$ cat config.mk
export PLATFORM = sky130hd
export DESIGN_NAME = smd_spi_master
export DESIGN_NICKNAME = d
export VERILOG_FILES = /design/src/core/smd_pkg.sv /design/src/core/smd_spi_master.sv
export VERILOG_INCLUDE_DIRS = /design/src /design/src/core
export SDC_FILE = /design/constraint.sdc
export NUM_CORES = 1
export LEC_CHECK = 0
export BUFFER_PORTS_ARGS = -buffer_cell sky130_fd_sc_hd__clkbuf_2
export CORE_MARGIN = 5
export CORE_UTILIZATION = 60
export DETAILED_ROUTE_END_ITERATION = 10
export GPL_ROUTABILITY_DRIVEN = 0
export MAX_ROUTING_LAYER = met4
export PLACE_DENSITY = 0.79
export RECOVER_POWER = 25
export SLEW_MARGIN = 10
export SYNTH_ARGS = -nofsm -noshare
export SYNTH_HDL_FRONTEND = slang
export SYNTH_SLANG_ARGS = --single-unit
$ cat constraint.sdc
create_clock -name pclk -period 4.58 [get_ports pclk]
set_input_delay 0 -clock pclk [delete_from_list [all_inputs] [get_ports pclk]]
set_output_delay 0 -clock pclk [all_outputs]
set_load 0.02 [all_outputs]
$ cat src/core/smd_consts.svh
// Register offsets, field positions, reset values and timing counts.
`ifndef SMD_CONSTS_SVH
`define SMD_CONSTS_SVH

`define SMD_OFS_START     12'h010
`define SMD_OFS_STATUS    12'h300
`define SMD_OFS_INTMASK   12'h30C
`define SMD_OFS_RATE      12'h524
`define SMD_OFS_RX_PTR    12'h534
`define SMD_OFS_RX_MAX    12'h538
`define SMD_OFS_RX_DONE   12'h53C
`define SMD_OFS_RX_LIST   12'h540
`define SMD_OFS_TX_PTR    12'h544
`define SMD_OFS_TX_MAX    12'h548
`define SMD_OFS_TX_DONE   12'h54C
`define SMD_OFS_TX_LIST   12'h550
`define SMD_OFS_CFG       12'h554
`define SMD_OFS_FILLER    12'h5C0
`define SMD_OFS_LATENCY   12'h5D0

`define SMD_EV_RX_BUFFER_DONE_EVENT      0
`define SMD_EV_END        1
`define SMD_EV_TX_BUFFER_DONE_EVENT      2
`define SMD_CFG_ORDER     0
`define SMD_CFG_CPHA      1
`define SMD_CFG_CPOL      2
`define SMD_START_BIT     0
`define SMD_LAT_LOWPWR    0

`define SMD_RST_RATE      32'h0400_0000
`define SMD_RST_ZERO      32'h0000_0000

`define SMD_RATE_125K     32'h0200_0000
`define SMD_RATE_250K     32'h0400_0000
`define SMD_RATE_500K     32'h0800_0000
`define SMD_RATE_1M       32'h1000_0000
`define SMD_RATE_2M       32'h2000_0000
`define SMD_RATE_4M       32'h4000_0000
`define SMD_RATE_8M       32'h8000_0000

`define SMD_PCLK_HZ       20000000
`define SMD_HALF_125K     (`SMD_PCLK_HZ / (2 * 125000))
`define SMD_HALF_250K     (`SMD_PCLK_HZ / (2 * 250000))
`define SMD_HALF_500K     (`SMD_PCLK_HZ / (2 * 500000))
`define SMD_HALF_1M       (`SMD_PCLK_HZ / (2 * 1000000))
`define SMD_HALF_2M       (`SMD_PCLK_HZ / (2 * 2000000))
`define SMD_HALF_4M       (`SMD_PCLK_HZ / (2 * 4000000))
`define SMD_HALF_8M       (`SMD_PCLK_HZ / (2 * 8000000))

`define SMD_START_CL_NS   1000
`define SMD_START_CL_CYC  ((`SMD_START_CL_NS * (`SMD_PCLK_HZ / 1000000)) / 1000)

`endif

$ cat src/core/smd_pkg.sv
// Types shared by the serial master unit.
package smd_pkg;

  typedef enum logic [2:0] {
    SMD_IDLE  = 3'b000,
    SMD_DELAY = 3'b001,
    SMD_NEXT  = 3'b010,
    SMD_FETCH = 3'b011,
    SMD_SHIFT = 3'b100,
    SMD_STORE = 3'b101,
    SMD_DONE  = 3'b110
  } smd_state_t;

endpackage : smd_pkg

$ cat src/core/smd_spi_master.sv
// Serial master unit with buffer access, APB registers and interrupt.
//
// Decided for this implementation: register access over APB.
`timescale 1ns/10ps
`include "smd_consts.svh"

// Functional notes
// - Receive max count register limits bytes stored to the receive buffer.
// - Transmit max count register limits bytes fetched from transmit buffer.
// - Read-only done counts per direction updated after each transaction.
// - List kind 0 keeps one buffer, 1 steps to the next buffer.
// - Config bit 0 order, bit 1 phase, bit 2 polarity; 1 means low bit first.
// - Phase 0 samples leading, shifts trailing; phase 1 the reverse.
// - Polarity 0 idles clock low, polarity 1 idles clock high.
// - Past the transmit buffer end the filler byte is shifted out.
// - Constant latency mode starts shifting about 1 us after start.
// - Low power mode adds high frequency clock start-up to that delay.
// - Combined end event when both buffers are fully processed.
// - Receive end event when the receive buffer end is reached.
// - Transmit end event when the transmit buffer end is reached.
module smd_spi_master #(
  parameter int unsigned HFCLK_START_CYC = 800
) (
  input  wire logic        pclk,
  input  wire logic        presetn,
  input  wire logic        psel,
  input  wire logic        penable,
  input  wire logic        pwrite,
  input  wire logic [11:0] paddr,
  input  wire logic [31:0] pwdata,
  output logic      [31:0] prdata,
  output logic             pready,
  output logic             pslverr,
  output logic             sck,
  output logic             mosi,
  input  wire logic        miso,
  output logic             mem_req,
  output logic             mem_we,
  output logic      [31:0] mem_addr,
  output logic      [7:0]  mem_wdata,
  input  wire logic [7:0]  mem_rdata,
  input  wire logic        mem_ack,
  output logic             irq
);
  import smd_pkg::*;

  localparam int unsigned LP_CYC = `SMD_START_CL_CYC + HFCLK_START_CYC;

  smd_state_t  state_q;
  logic [31:0] rate_q;
  logic [31:0] rx_ptr_q;
  logic [7:0]  rx_max_q;
  logic [7:0]  rx_done_q;
  logic [2:0]  rx_list_q;
  logic [31:0] tx_ptr_q;
  logic [7:0]  tx_max_q;
  logic [7:0]  tx_done_q;
  logic [2:0]  tx_list_q;
  logic [2:0]  cfg_q;
  logic [7:0]  filler_q;
  logic        lowpwr_q;
  logic [2:0]  status_q;
  logic [2:0]  mask_q;
  logic [7:0]  rx_cnt_q;
  logic [7:0]  tx_cnt_q;
  logic [7:0]  pos_q;
  logic [15:0] dly_q;
  logic [6:0]  div_q;
  logic [3:0]  edge_q;
  logic [7:0]  txsh_q;
  logic [7:0]  rxsh_q;
  logic [7:0]  rx_full;
  logic        sck_q;
  logic        miso_s1_q;
  logic        miso_s2_q;
  logic        wr_en;
  logic        start_w;
  logic        tick;
  logic        sample_edge;
  logic        shift_edge;
  logic [6:0]  half_cyc;
  logic [7:0]  total;
  logic [2:0]  ev_set;

  //////////////////////////////////////////////////////////////////////////////

  function automatic logic addr_ok(input logic [11:0] a);
    case (a)
      `SMD_OFS_START, `SMD_OFS_STATUS, `SMD_OFS_INTMASK, `SMD_OFS_RATE,
      `SMD_OFS_RX_PTR, `SMD_OFS_RX_MAX, `SMD_OFS_RX_DONE, `SMD_OFS_RX_LIST,
      `SMD_OFS_TX_PTR, `SMD_OFS_TX_MAX, `SMD_OFS_TX_DONE, `SMD_OFS_TX_LIST,
      `SMD_OFS_CFG, `SMD_OFS_FILLER, `SMD_OFS_LATENCY: addr_ok = 1'b1;
      default: addr_ok = 1'b0;
    endcase
  endfunction : addr_ok

  function automatic logic [7:0] rev8(input logic [7:0] b);
    for (int i = 0; i < 8; i++) begin
      rev8[i] = b[7-i];
    end
  endfunction : rev8

  // Unsupported rate codes fall back to the slowest rate.
  function automatic logic [6:0] half_of(input logic [31:0] r);
    case (r)
      `SMD_RATE_250K: half_of = 7'(`SMD_HALF_250K);
      `SMD_RATE_500K: half_of = 7'(`SMD_HALF_500K);
      `SMD_RATE_1M:   half_of = 7'(`SMD_HALF_1M);
      `SMD_RATE_2M:   half_of = 7'(`SMD_HALF_2M);
      `SMD_RATE_4M:   half_of = 7'(`SMD_HALF_4M);
      `SMD_RATE_8M:   half_of = 7'(`SMD_HALF_8M);
      default:        half_of = 7'(`SMD_HALF_125K);
    endcase
  endfunction : half_of

  //////////////////////////////////////////////////////////////////////////////
  // APB slave.

  assign pready  = 1'b1;
  assign pslverr = psel & penable & ~addr_ok(paddr);
  assign wr_en   = psel & penable & pwrite & addr_ok(paddr);
  assign start_w = wr_en & (paddr == `SMD_OFS_START) & pwdata[`SMD_START_BIT];

  // Read data is captured in the setup cycle and shown in the access cycle.
  always_ff @(posedge pclk or negedge presetn) begin
    if (!presetn) begin
      prdata <= `SMD_RST_ZERO;
    end else if (psel && !penable) begin
      case (paddr)
        `SMD_OFS_STATUS:  prdata <= {29'h0, status_q};
        `SMD_OFS_INTMASK: prdata <= {29'h0, mask_q};
        `SMD_OFS_RATE:    prdata <= rate_q;
        `SMD_OFS_RX_PTR:  prdata <= rx_ptr_q;
        `SMD_OFS_RX_MAX:  prdata <= {24'h0, rx_max_q};
        `SMD_OFS_RX_DONE: prdata <= {24'h0, rx_done_q};
        `SMD_OFS_RX_LIST: prdata <= {29'h0, rx_list_q};
        `SMD_OFS_TX_PTR:  prdata <= tx_ptr_q;
        `SMD_OFS_TX_MAX:  prdata <= {24'h0, tx_max_q};
        `SMD_OFS_TX_DONE: prdata <= {24'h0, tx_done_q};
        `SMD_OFS_TX_LIST: prdata <= {29'h0, tx_list_q};
        `SMD_OFS_CFG:     prdata <= {29'h0, cfg_q};
        `SMD_OFS_FILLER:  prdata <= {24'h0, filler_q};
        `SMD_OFS_LATENCY: prdata <= {31'h0, lowpwr_q};
        default:          prdata <= `SMD_RST_ZERO;
      endcase
    end
  end

  always_ff @(posedge pclk or negedge presetn) begin
    if (!presetn) begin
      rate_q    <= `SMD_RST_RATE;
      rx_max_q  <= 8'h00;
      rx_list_q <= 3'h0;
      tx_max_q  <= 8'h00;
      tx_list_q <= 3'h0;
      cfg_q     <= 3'h0;
      filler_q  <= 8'h00;
      lowpwr_q  <= 1'b0;
      mask_q    <= 3'h0;
    end else if (wr_en) begin
      case (paddr)
        `SMD_OFS_RATE:    rate_q    <= pwdata;
        `SMD_OFS_RX_MAX:  rx_max_q  <= pwdata[7:0];
        `SMD_OFS_RX_LIST: rx_list_q <= pwdata[2:0];
        `SMD_OFS_TX_MAX:  tx_max_q  <= pwdata[7:0];
        `SMD_OFS_TX_LIST: tx_list_q <= pwdata[2:0];
        `SMD_OFS_CFG:     cfg_q     <= pwdata[2:0];
        `SMD_OFS_FILLER:  filler_q  <= pwdata[7:0];
        `SMD_OFS_LATENCY: lowpwr_q  <= pwdata[`SMD_LAT_LOWPWR];
        `SMD_OFS_INTMASK: mask_q    <= pwdata[2:0];
        default:          mask_q    <= mask_q;
      endcase
    end
  end

  // In list mode each pointer steps past its buffer when a transaction ends.
  always_ff @(posedge pclk or negedge presetn) begin
    if (!presetn) begin
      rx_ptr_q <= `SMD_RST_ZERO;
      tx_ptr_q <= `SMD_RST_ZERO;
    end else begin
      if (wr_en && paddr == `SMD_OFS_RX_PTR) begin
        rx_ptr_q <= pwdata;
      end else if (state_q == SMD_DONE && rx_list_q == 3'h1) begin
        rx_ptr_q <= rx_ptr_q + {24'h0, rx_max_q};
      end
      if (wr_en && paddr == `SMD_OFS_TX_PTR) begin
        tx_ptr_q <= pwdata;
      end else if (state_q == SMD_DONE && tx_list_q == 3'h1) begin
        tx_ptr_q <= tx_ptr_q + {24'h0, tx_max_q};
      end
    end
  end

  //////////////////////////////////////////////////////////////////////////////
  // Events and interrupt; a new event wins over a clear in the same cycle.

  always_comb begin
    ev_set = 3'h0;
    if (state_q == SMD_FETCH && mem_ack && tx_cnt_q + 8'h01 == tx_max_q) begin
      ev_set[`SMD_EV_TX_BUFFER_DONE_EVENT] = 1'b1;
    end
    if (state_q == SMD_STORE && mem_ack && rx_cnt_q + 8'h01 == rx_max_q) begin
      ev_set[`SMD_EV_RX_BUFFER_DONE_EVENT] = 1'b1;
    end
    if (state_q == SMD_DONE) begin
      ev_set[`SMD_EV_END] = 1'b1;
    end
  end

  always_ff @(posedge pclk or negedge presetn) begin
    if (!presetn) begin
      status_q <= 3'h0;
    end else if (wr_en && paddr == `SMD_OFS_STATUS) begin
      status_q <= (status_q & ~pwdata[2:0]) | ev_set;
    end else begin
      status_q <= status_q | ev_set;
    end
  end

  assign irq = |(status_q & mask_q);

  //////////////////////////////////////////////////////////////////////////////
  // Transaction sequencer.

  assign total = (rx_max_q > tx_max_q) ? rx_max_q : tx_max_q;

  always_ff @(posedge pclk or negedge presetn) begin
    if (!presetn) begin
      state_q <= SMD_IDLE;
    end else begin
      case (state_q)
        SMD_IDLE: begin
          if (start_w) begin
            state_q <= SMD_DELAY;
          end
        end
        SMD_DELAY: begin
          if (dly_q == (lowpwr_q ? 16'(LP_CYC - 1)
                                 : 16'(`SMD_START_CL_CYC - 1))) begin
            state_q <= SMD_NEXT;
          end
        end
        SMD_NEXT: begin
          if (pos_q == total) begin
            state_q <= SMD_DONE;
          end else if (tx_cnt_q < tx_max_q) begin
            state_q <= SMD_FETCH;
          end else begin
            state_q <= SMD_SHIFT;
          end
        end
        SMD_FETCH: begin
          if (mem_ack) begin
            state_q <= SMD_SHIFT;
          end
        end
        SMD_SHIFT: begin
          if (tick && edge_q == 4'hF) begin
            state_q <= (rx_cnt_q < rx_max_q) ? SMD_STORE : SMD_NEXT;
          end
        end
        SMD_STORE: begin
          if (mem_ack) begin
            state_q <= SMD_NEXT;
          end
        end
        SMD_DONE: state_q <= SMD_IDLE;
        default:  state_q <= SMD_IDLE;
      endcase
    end
  end

  always_ff @(posedge pclk or negedge presetn) begin
    if (!presetn) begin
      dly_q <= 16'h0000;
    end else begin
      dly_q <= (state_q == SMD_DELAY) ? dly_q + 16'h0001 : 16'h0000;
    end
  end

  always_ff @(posedge pclk or negedge presetn) begin
    if (!presetn) begin
      rx_cnt_q  <= 8'h00;
      tx_cnt_q  <= 8'h00;
      pos_q     <= 8'h00;
      rx_done_q <= 8'h00;
      tx_done_q <= 8'h00;
    end else begin
      if (state_q == SMD_IDLE && start_w) begin
        rx_cnt_q <= 8'h00;
        tx_cnt_q <= 8'h00;
        pos_q    <= 8'h00;
      end
      if (state_q == SMD_FETCH && mem_ack) begin
        tx_cnt_q <= tx_cnt_q + 8'h01;
      end
      if (state_q == SMD_STORE && mem_ack) begin
        rx_cnt_q <= rx_cnt_q + 8'h01;
      end
      if (state_q == SMD_SHIFT && tick && edge_q == 4'hF) begin
        pos_q <= pos_q + 8'h01;
      end
      if (state_q == SMD_DONE) begin
        rx_done_q <= rx_cnt_q;
        tx_done_q <= tx_cnt_q;
      end
    end
  end

  //////////////////////////////////////////////////////////////////////////////
  // Buffer memory port; the request holds until acknowledged.

  always_ff @(posedge pclk or negedge presetn) begin
    if (!presetn) begin
      mem_req   <= 1'b0;
      mem_we    <= 1'b0;
      mem_addr  <= `SMD_RST_ZERO;
      mem_wdata <= 8'h00;
    end else if (mem_req) begin
      if (mem_ack) begin
        mem_req <= 1'b0;
      end
    end else if (state_q == SMD_NEXT && pos_q != total &&
                 tx_cnt_q < tx_max_q) begin
      mem_req  <= 1'b1;
      mem_we   <= 1'b0;
      mem_addr <= tx_ptr_q + {24'h0, tx_cnt_q};
    end else if (state_q == SMD_SHIFT && tick && edge_q == 4'hF &&
                 rx_cnt_q < rx_max_q) begin
      mem_req   <= 1'b1;
      mem_we    <= 1'b1;
      mem_addr  <= rx_ptr_q + {24'h0, rx_cnt_q};
      mem_wdata <= cfg_q[`SMD_CFG_ORDER] ? rev8(rx_full) : rx_full;
    end
  end

  //////////////////////////////////////////////////////////////////////////////
  // Serial clock divider and shifter.

  assign half_cyc = half_of(rate_q);
  assign tick     = (state_q == SMD_SHIFT) && (div_q == half_cyc - 7'h01);

  always_ff @(posedge pclk or negedge presetn) begin
    if (!presetn) begin
      div_q <= 7'h00;
    end else begin
      div_q <= (state_q != SMD_SHIFT || tick) ? 7'h00 : div_q + 7'h01;
    end
  end

  always_ff @(posedge pclk or negedge presetn) begin
    if (!presetn) begin
      miso_s1_q <= 1'b0;
      miso_s2_q <= 1'b0;
    end else begin
      miso_s1_q <= miso;
      miso_s2_q <= miso_s1_q;
    end
  end

  // Even edges are leading, odd edges trailing.
  assign sample_edge = (edge_q[0] == cfg_q[`SMD_CFG_CPHA]);
  assign shift_edge  = !sample_edge && (edge_q != 4'h0);
  assign rx_full     = sample_edge ? {rxsh_q[6:0], miso_s2_q} : rxsh_q;

  always_ff @(posedge pclk or negedge presetn) begin
    if (!presetn) begin
      edge_q <= 4'h0;
      sck_q  <= 1'b0;
      txsh_q <= 8'h00;
      rxsh_q <= 8'h00;
    end else begin
      if (state_q != SMD_SHIFT) begin
        sck_q  <= cfg_q[`SMD_CFG_CPOL];
        edge_q <= 4'h0;
      end else if (tick) begin
        sck_q  <= ~sck_q;
        edge_q <= edge_q + 4'h1;
        if (sample_edge) begin
          rxsh_q <= {rxsh_q[6:0], miso_s2_q};
        end
        if (shift_edge) begin
          txsh_q <= {txsh_q[6:0], 1'b0};
        end
      end
      if (state_q == SMD_FETCH && mem_ack) begin
        txsh_q <= cfg_q[`SMD_CFG_ORDER] ? rev8(mem_rdata) : mem_rdata;
      end else if (state_q == SMD_NEXT && tx_cnt_q >= tx_max_q) begin
        txsh_q <= cfg_q[`SMD_CFG_ORDER] ? rev8(filler_q) : filler_q;
      end
    end
  end

  assign sck  = sck_q;
  assign mosi = txsh_q[7];

endmodule : smd_spi_master

Yosys cells after proc, flatten, opt, wreduce, memory -nomap -nowiden
Index checks and enable logic that the tools add are counted.
{ "totals": {"ff_bits": 299, "word_cells": 205, "output_inout_bits": 79, "input_bits": 59} }
{ "op_classes": {"mux": 49, "order_cmp": 4, "reduce_logical": 50, "bitwise_logic": 16, "addsub": 11, "eq_ne": 44} }
{ "ops": {"columns": ["operator", "n"], "rows": [
  ["$pmux 32 s14", 1],
  ["$mux 32", 6],
  ["$eq 12x11->1 const B", 12],
  ["$add 32x8->32", 4],
  ["$mux 8", 14],
  ["$pmux 7 s6", 1],
  ["$eq 32x27->1 const B", 1],
  ["$eq 32x28->1 const B", 1],
  ["$eq 32x29->1 const B", 1],
  ["$eq 32x30->1 const B", 1],
  ["$eq 32x31->1 const B", 1],
  ["$eq 32x32->1 const B", 1],
  ["$mux 3", 9],
  ["$add 8x1->8 const B", 3],
  ["$eq 12x10->1 const B", 2],
  ["$eq 8x8->1", 3],
  ["$reduce_and 2->1", 11],
  ["$logic_and 1x1->1", 20],
  ["$pmux 3 s6", 1],
  ["$add 16x1->16 const B", 1],
  ["$eq 16x10->1", 1],
  ["$lt 8x8->1", 2],
  ["$mux 16", 1],
  ["$reduce_or 15->1", 1],
  ["other kinds (34)", 75]
]} }

Logic depth before layout (Yosys ltp)
{ "depth": {"depth_word": 11, "mapped_depth": 17, "depth_no_buf": 13} }

Worst setup path before layout
No wires, ideal clock.
{ "synth_timing": {"path_type": "register -> register", "from": "reg rate_q[27]", "to": "reg mem_wdata[6]", "arrival_time_ps": 4034, "period_less_slack_ps": 4159, "path_stages_with_launch": 15, "n_path_buf": 3, "setup_slack_ps": 421, "setup_time_ps": 125, "required_ps": 4455, "path_cell_list": "dfrtp_1 -> clkbuf_1 -> nor4_1 -> nand4_1 -> ha_1 -> clkbuf_1 -> nor4b_1 -> o31ai_1 -> a21boi_0 -> mux2_2 -> o31ai_1 -> a21oi_1 -> nand4_4 -> buf_6 -> mux2_2"} }
{ "synth_between": {"elab_chain_len": 9, "word_cells_on_any_way": 14, "classes_between": "1 x add/sub; 7 x eq/ne; 1 x mux; 5 x reduce/logical"} }
{ "synth_lines": {"columns": ["item", "line_no", "source"], "rows": [
  ["start, declared", "smd_spi_master.sv:50", "logic [31:0] rate_q;"],
  ["start signal, assigned", "smd_spi_master.sv:151", "rate_q <= `SMD_RST_RATE;"],
  ["start signal, assigned", "smd_spi_master.sv:162", "`SMD_OFS_RATE: rate_q <= pwdata;"],
  ["$eq 32x32->1, or another cell as far along", "smd_spi_master.sv:105", "case (r)"],
  ["$pmux 7 s6 *", "smd_spi_master.sv:105", null],
  ["$sub 7x1->7 *", "smd_spi_master.sv:342", "assign tick = (state_q == SMD_SHIFT) && (div_q == half_cyc - 7'h01);"],
  ["$eq 7x7->1 *", "smd_spi_master.sv:342", null],
  ["$logic_and 1x1->1 *", "smd_spi_master.sv:342", null],
  ["$logic_and 1x1->1 * (3 in a row)", "smd_spi_master.sv:329", "end else if (state_q == SMD_SHIFT && tick && edge_q == 4'hF &&"],
  ["$reduce_and 3->1 (no source line) *", null, null],
  ["end signal, assigned", "smd_spi_master.sv:334", "mem_wdata <= cfg_q[`SMD_CFG_ORDER] ? rev8(rx_full) : rx_full;"],
  ["end, declared", "smd_spi_master.sv:40", "output logic [7:0] mem_wdata,"]
]} }
Mark *: on every way between the ends. The rest lies on a longest branch, timed or not.
A chain may end at the register's enable or synchronous reset.

Worst setup path after layout
{ "layout_timing": {"from": "reg rate_q[16]", "to": "reg mem_addr[14]"} }
{ "layout_between": {"elab_chain_len": 10, "word_cells_on_any_way": 15, "classes_between": "1 x add/sub; 7 x eq/ne; 1 x mux; 6 x reduce/logical"} }
{ "layout_lines": {"columns": ["item", "line_no", "source"], "rows": [
  ["$eq 32x32->1, or another cell as far along", "smd_spi_master.sv:105", null],
  ["$pmux 7 s6 *", "smd_spi_master.sv:105", null],
  ["$sub 7x1->7 *", "smd_spi_master.sv:342", null],
  ["$eq 7x7->1 *", "smd_spi_master.sv:342", null],
  ["$logic_and 1x1->1 *", "smd_spi_master.sv:342", null],
  ["$logic_and 1x1->1 * (3 in a row)", "smd_spi_master.sv:329", null],
  ["$reduce_bool 2->1 (no source line) *", null, null],
  ["$reduce_and 2->1 (no source line) *", null, null],
  ["end signal, assigned", "smd_spi_master.sv:318", "mem_addr <= `SMD_RST_ZERO;"],
  ["end signal, assigned", "smd_spi_master.sv:328", "mem_addr <= tx_ptr_q + {24'h0, tx_cnt_q};"],
  ["end signal, assigned", "smd_spi_master.sv:333", "mem_addr <= rx_ptr_q + {24'h0, rx_cnt_q};"],
  ["end, declared", "smd_spi_master.sv:39", "output logic [31:0] mem_addr,"]
]} }
Marked as above.

==> out/results.ini <==
[outcome]
status = complete, but fails checks
violations = capacitance limit, slew limit

[pwr]
leakagePower_nw = 9.089
irDropWorstVdd_mv = 0.5172
p_per_area_mw_per_mm2 = 366.9

[routing]
wirelength_um = 59810
via_per_inst = 6.575
route.detailed.drc = 0
vias = 17170
wire_per_inst_um = 22.90
drt_iter0_drc = 2205
drt-pass1-iter-count = 9
antenna_left = 0

[worst_setup_path]
cpMaxStageDelayCell = or3_1
worstSetupPathType = flip-flop to flip-flop
crit_buf_inv = 3
crit_path_max_incr_delay_ps = 490
path_cells = nor4_1, nand4_1, buf_4, nor2_1, nand4_1, ha_1, nor4b_1, o31ai_1, a21boi_0, buf_4, o31ai_1, or3_1, a21boi_4, nand4_4, buf_4, o221a_2
crit_family = simple AND/OR/NAND/NOR gates
crit_path_start_kind = flip-flop
crit_path_frequent_cell = buf_4
crit_path_end_kind = flip-flop
worstPathArrival_ps = 4740
cp_max_fo = 18
critPathRequiredTime_ps = 4980

[synthesis]
yosysTopAreaCellShare = 0.3986
synth_area_mm2 = 0.01871
avgSynthCellArea_um2 = 9.087
synthTopCellsByCount = dfrtp_1 (298), nand2_1 (209), nor2_1 (178)
yosysMostFrequentCell = dfrtp_1
yosys.area.top_type = dfrtp_1
yosys_warnings = 0
syn_nets = 2186
synth-seq-cells = 299
synthDistinctLibCells = 79
synth-seq-area-share = 0.4000
synth.area.top_cells = dfrtp_1 (40%), mux2_2 (6.4%), xnor2_1 (4.5%)
synth_cells = 2059
yosys_most_used_dff = dfrtp_1
async_flop_share = 1.000
synth_edf_count = 0

[die]
die-area_mm2 = 0.03481
initial_core_util = 0.6100
core.rowCount = 64
coreArea_mm2 = 0.03067
die_h_um = 186.6
ios = 138
die_w_um = 186.6

[clock_network]
clk_latency_ps = 510
cts_buffers = 34
clkSlewWorstSetupHoldPaths_ps = 70
cts_tree = yes
clock-sinks = 299
clock_path_buffers = 3
htree_levels = 2
root_buffer = clkbuf_16

[sta]
setup_viol = 0
maxSlewHeadroom = -1.046
finClkSkew_ps = 12.20
slew_viol_final = 117
fin_crit_sh = 0.9481
max_freq_mhz = 230.3
worstMarginPinSlew_ps = 3069
layout_min_cycle_time_ps = 4342
hold_viol = 0

[layout]
fin_nets = 2322
antenna_cells = 0
stdcell_count = 2612
fillers = 2340
syn2layout_area_growth_pct = 14.04
utilization = 0.6957
drive_gt1_frac = 0.1440

[place]
portBuffers = 136
dp_cells = 2507
dpl.hpwl_um = 42940

[grt]
grt_max_degree = 129
gr-total-overflow = 0
grt_usage = 0.3402
first_global_vias = 17080
grt_pass1_wl_um = 93670
grt_antenna_before_repair = 0

[hold_path]
hold_class = input port to flip-flop

[job]
cap_viol_max_count = 1

==> per-layer routing <==
metal  global-route usage  vias to the layer above  routed length, um
met3              0.05493                      286               5254
met4               0.2175                        0               4779
met2               0.5360                      992              27700
li1                     -                     7697                  -
met5                    -                        -                  0
met1               0.4081                     8199              22080
==> sequential cells by signal (all words and copies together) (netlist names), 16 cells and up <==
signal    cells
rx_ptr_q     32
prdata       32
dly_q        16
mem_addr     32
rate_q       32
tx_ptr_q     32
==> placed cells by master (no fill, tap or decap), types with 57 or more instances in the layout <==
cell type / synthesis / routed
a21oi_1: 131 / 130
mux2_2: 107 / 107
ha_1: 64 / 64
nor2_1: 178 / 177
nand3_1: 74 / 74
xor2_1: 84 / 84
dfrtp_1: 298 / 298
inv_1: 64 / 64
nand2_1: 209 / 207
xnor2_1: 97 / 97
clkbuf_2: 0 / 85
clkbuf_1: 109 / 57
o21ai_0: 108 / 107
==> worst register-to-register path, stage by stage (launching register included) <==
cell and delay, ps:
dfrtp_1 390, nor4_1 410, nand4_1 140, buf_4 180
nor2_1 180, nand4_1 120, ha_1 310, nor4b_1 280
o31ai_1 110, a21boi_0 180, buf_4 160, o31ai_1 110
or3_1 490, a21boi_4 310, nand4_4 280, buf_4 330
o221a_2 260
==> cell families (layout without fill, tap and decap cells) <==
family | Yosys count | count (layout) | share of synthesized area
AOI/OAI and AO/OA | 479 | 479 | 0.1666
xor gates and xnor gates | 181 | 181 | 0.08473
adders and majority gates | 68 | 68 | 0.04708
buffers and inverters | 190 | 347 | 0.04066
DFF | 299 | 299 | 0.4000
muxes | 126 | 126 | 0.07457
other | 1 | 1 | 0.0002004
and+or+nand+nor | 715 | 715 | 0.1862
==> report_power, final <==
part           total, mW  internal [mW]  leakage [nW]  switching [mW]
clock network       2.91           1.79         0.558            1.12
registers           3.15           2.89          3.69           0.261
logic               1.77          0.678          4.84            1.09
total               7.83           5.35          9.09            2.47
==> area by class of cell <==
type | instances | area, um2 | area share
inverters | 64 | 240.2 | 0.01126
multi-input cells | 1570 | 10520 | 0.4928
well taps | 396 | 495.5 | 0.02322
clock buffers | 44 | 939.7 | 0.04404
clock inverters | 13 | 229.0 | 0.01073
flip-flops and latches | 299 | 7483 | 0.3508
repair buffers | 226 | 1433 | 0.06715
==> stage by stage <==
stage          setup WS (ps)  total power [mW]  hold WS, ps  instance area (um2)  setup TNS (ps)
2_1_floorplan          421.3             4.285       -295.6                18710               0
3_3_place_gp           157.7             4.870        110.8                19730               0
3_5_place_dp           93.70             4.929        109.7                19730               0
4_1_cts                30.11             7.839        21.92                21350               0
5_1_grt               -3.752             8.141        111.2                21340          -3.752
6_report               237.6             7.828        32.16                21340               0
==> worst paths after layout <==
kind | slack [ps] | from | to | cells past startpoint
setup / recovery | 240 | rate_q[16] | mem_addr[14] | 16
hold / removal | 30 | mem_rdata[7] | txsh_q[7] | 5
setup reg to reg | 240 | rate_q[16] | mem_addr[14] | 16
hold reg to reg | 360 | miso_s1_q | miso_s2_q | 0
max in group asynchronous | 1510 | presetn | rx_done_q[3] | 3
min in group asynchronous | 1010 | presetn | mem_addr[28] | 2
==> what timing repair did <==
item	in CTS	in global routing
endpoints found under the setup margin	0	66
hold endpoints to repair	233	0
hold buffers	46	0
buffers inserted	0	2
resized for setup	0	8
Note: power is estimated with default switching activity, not from simulation.
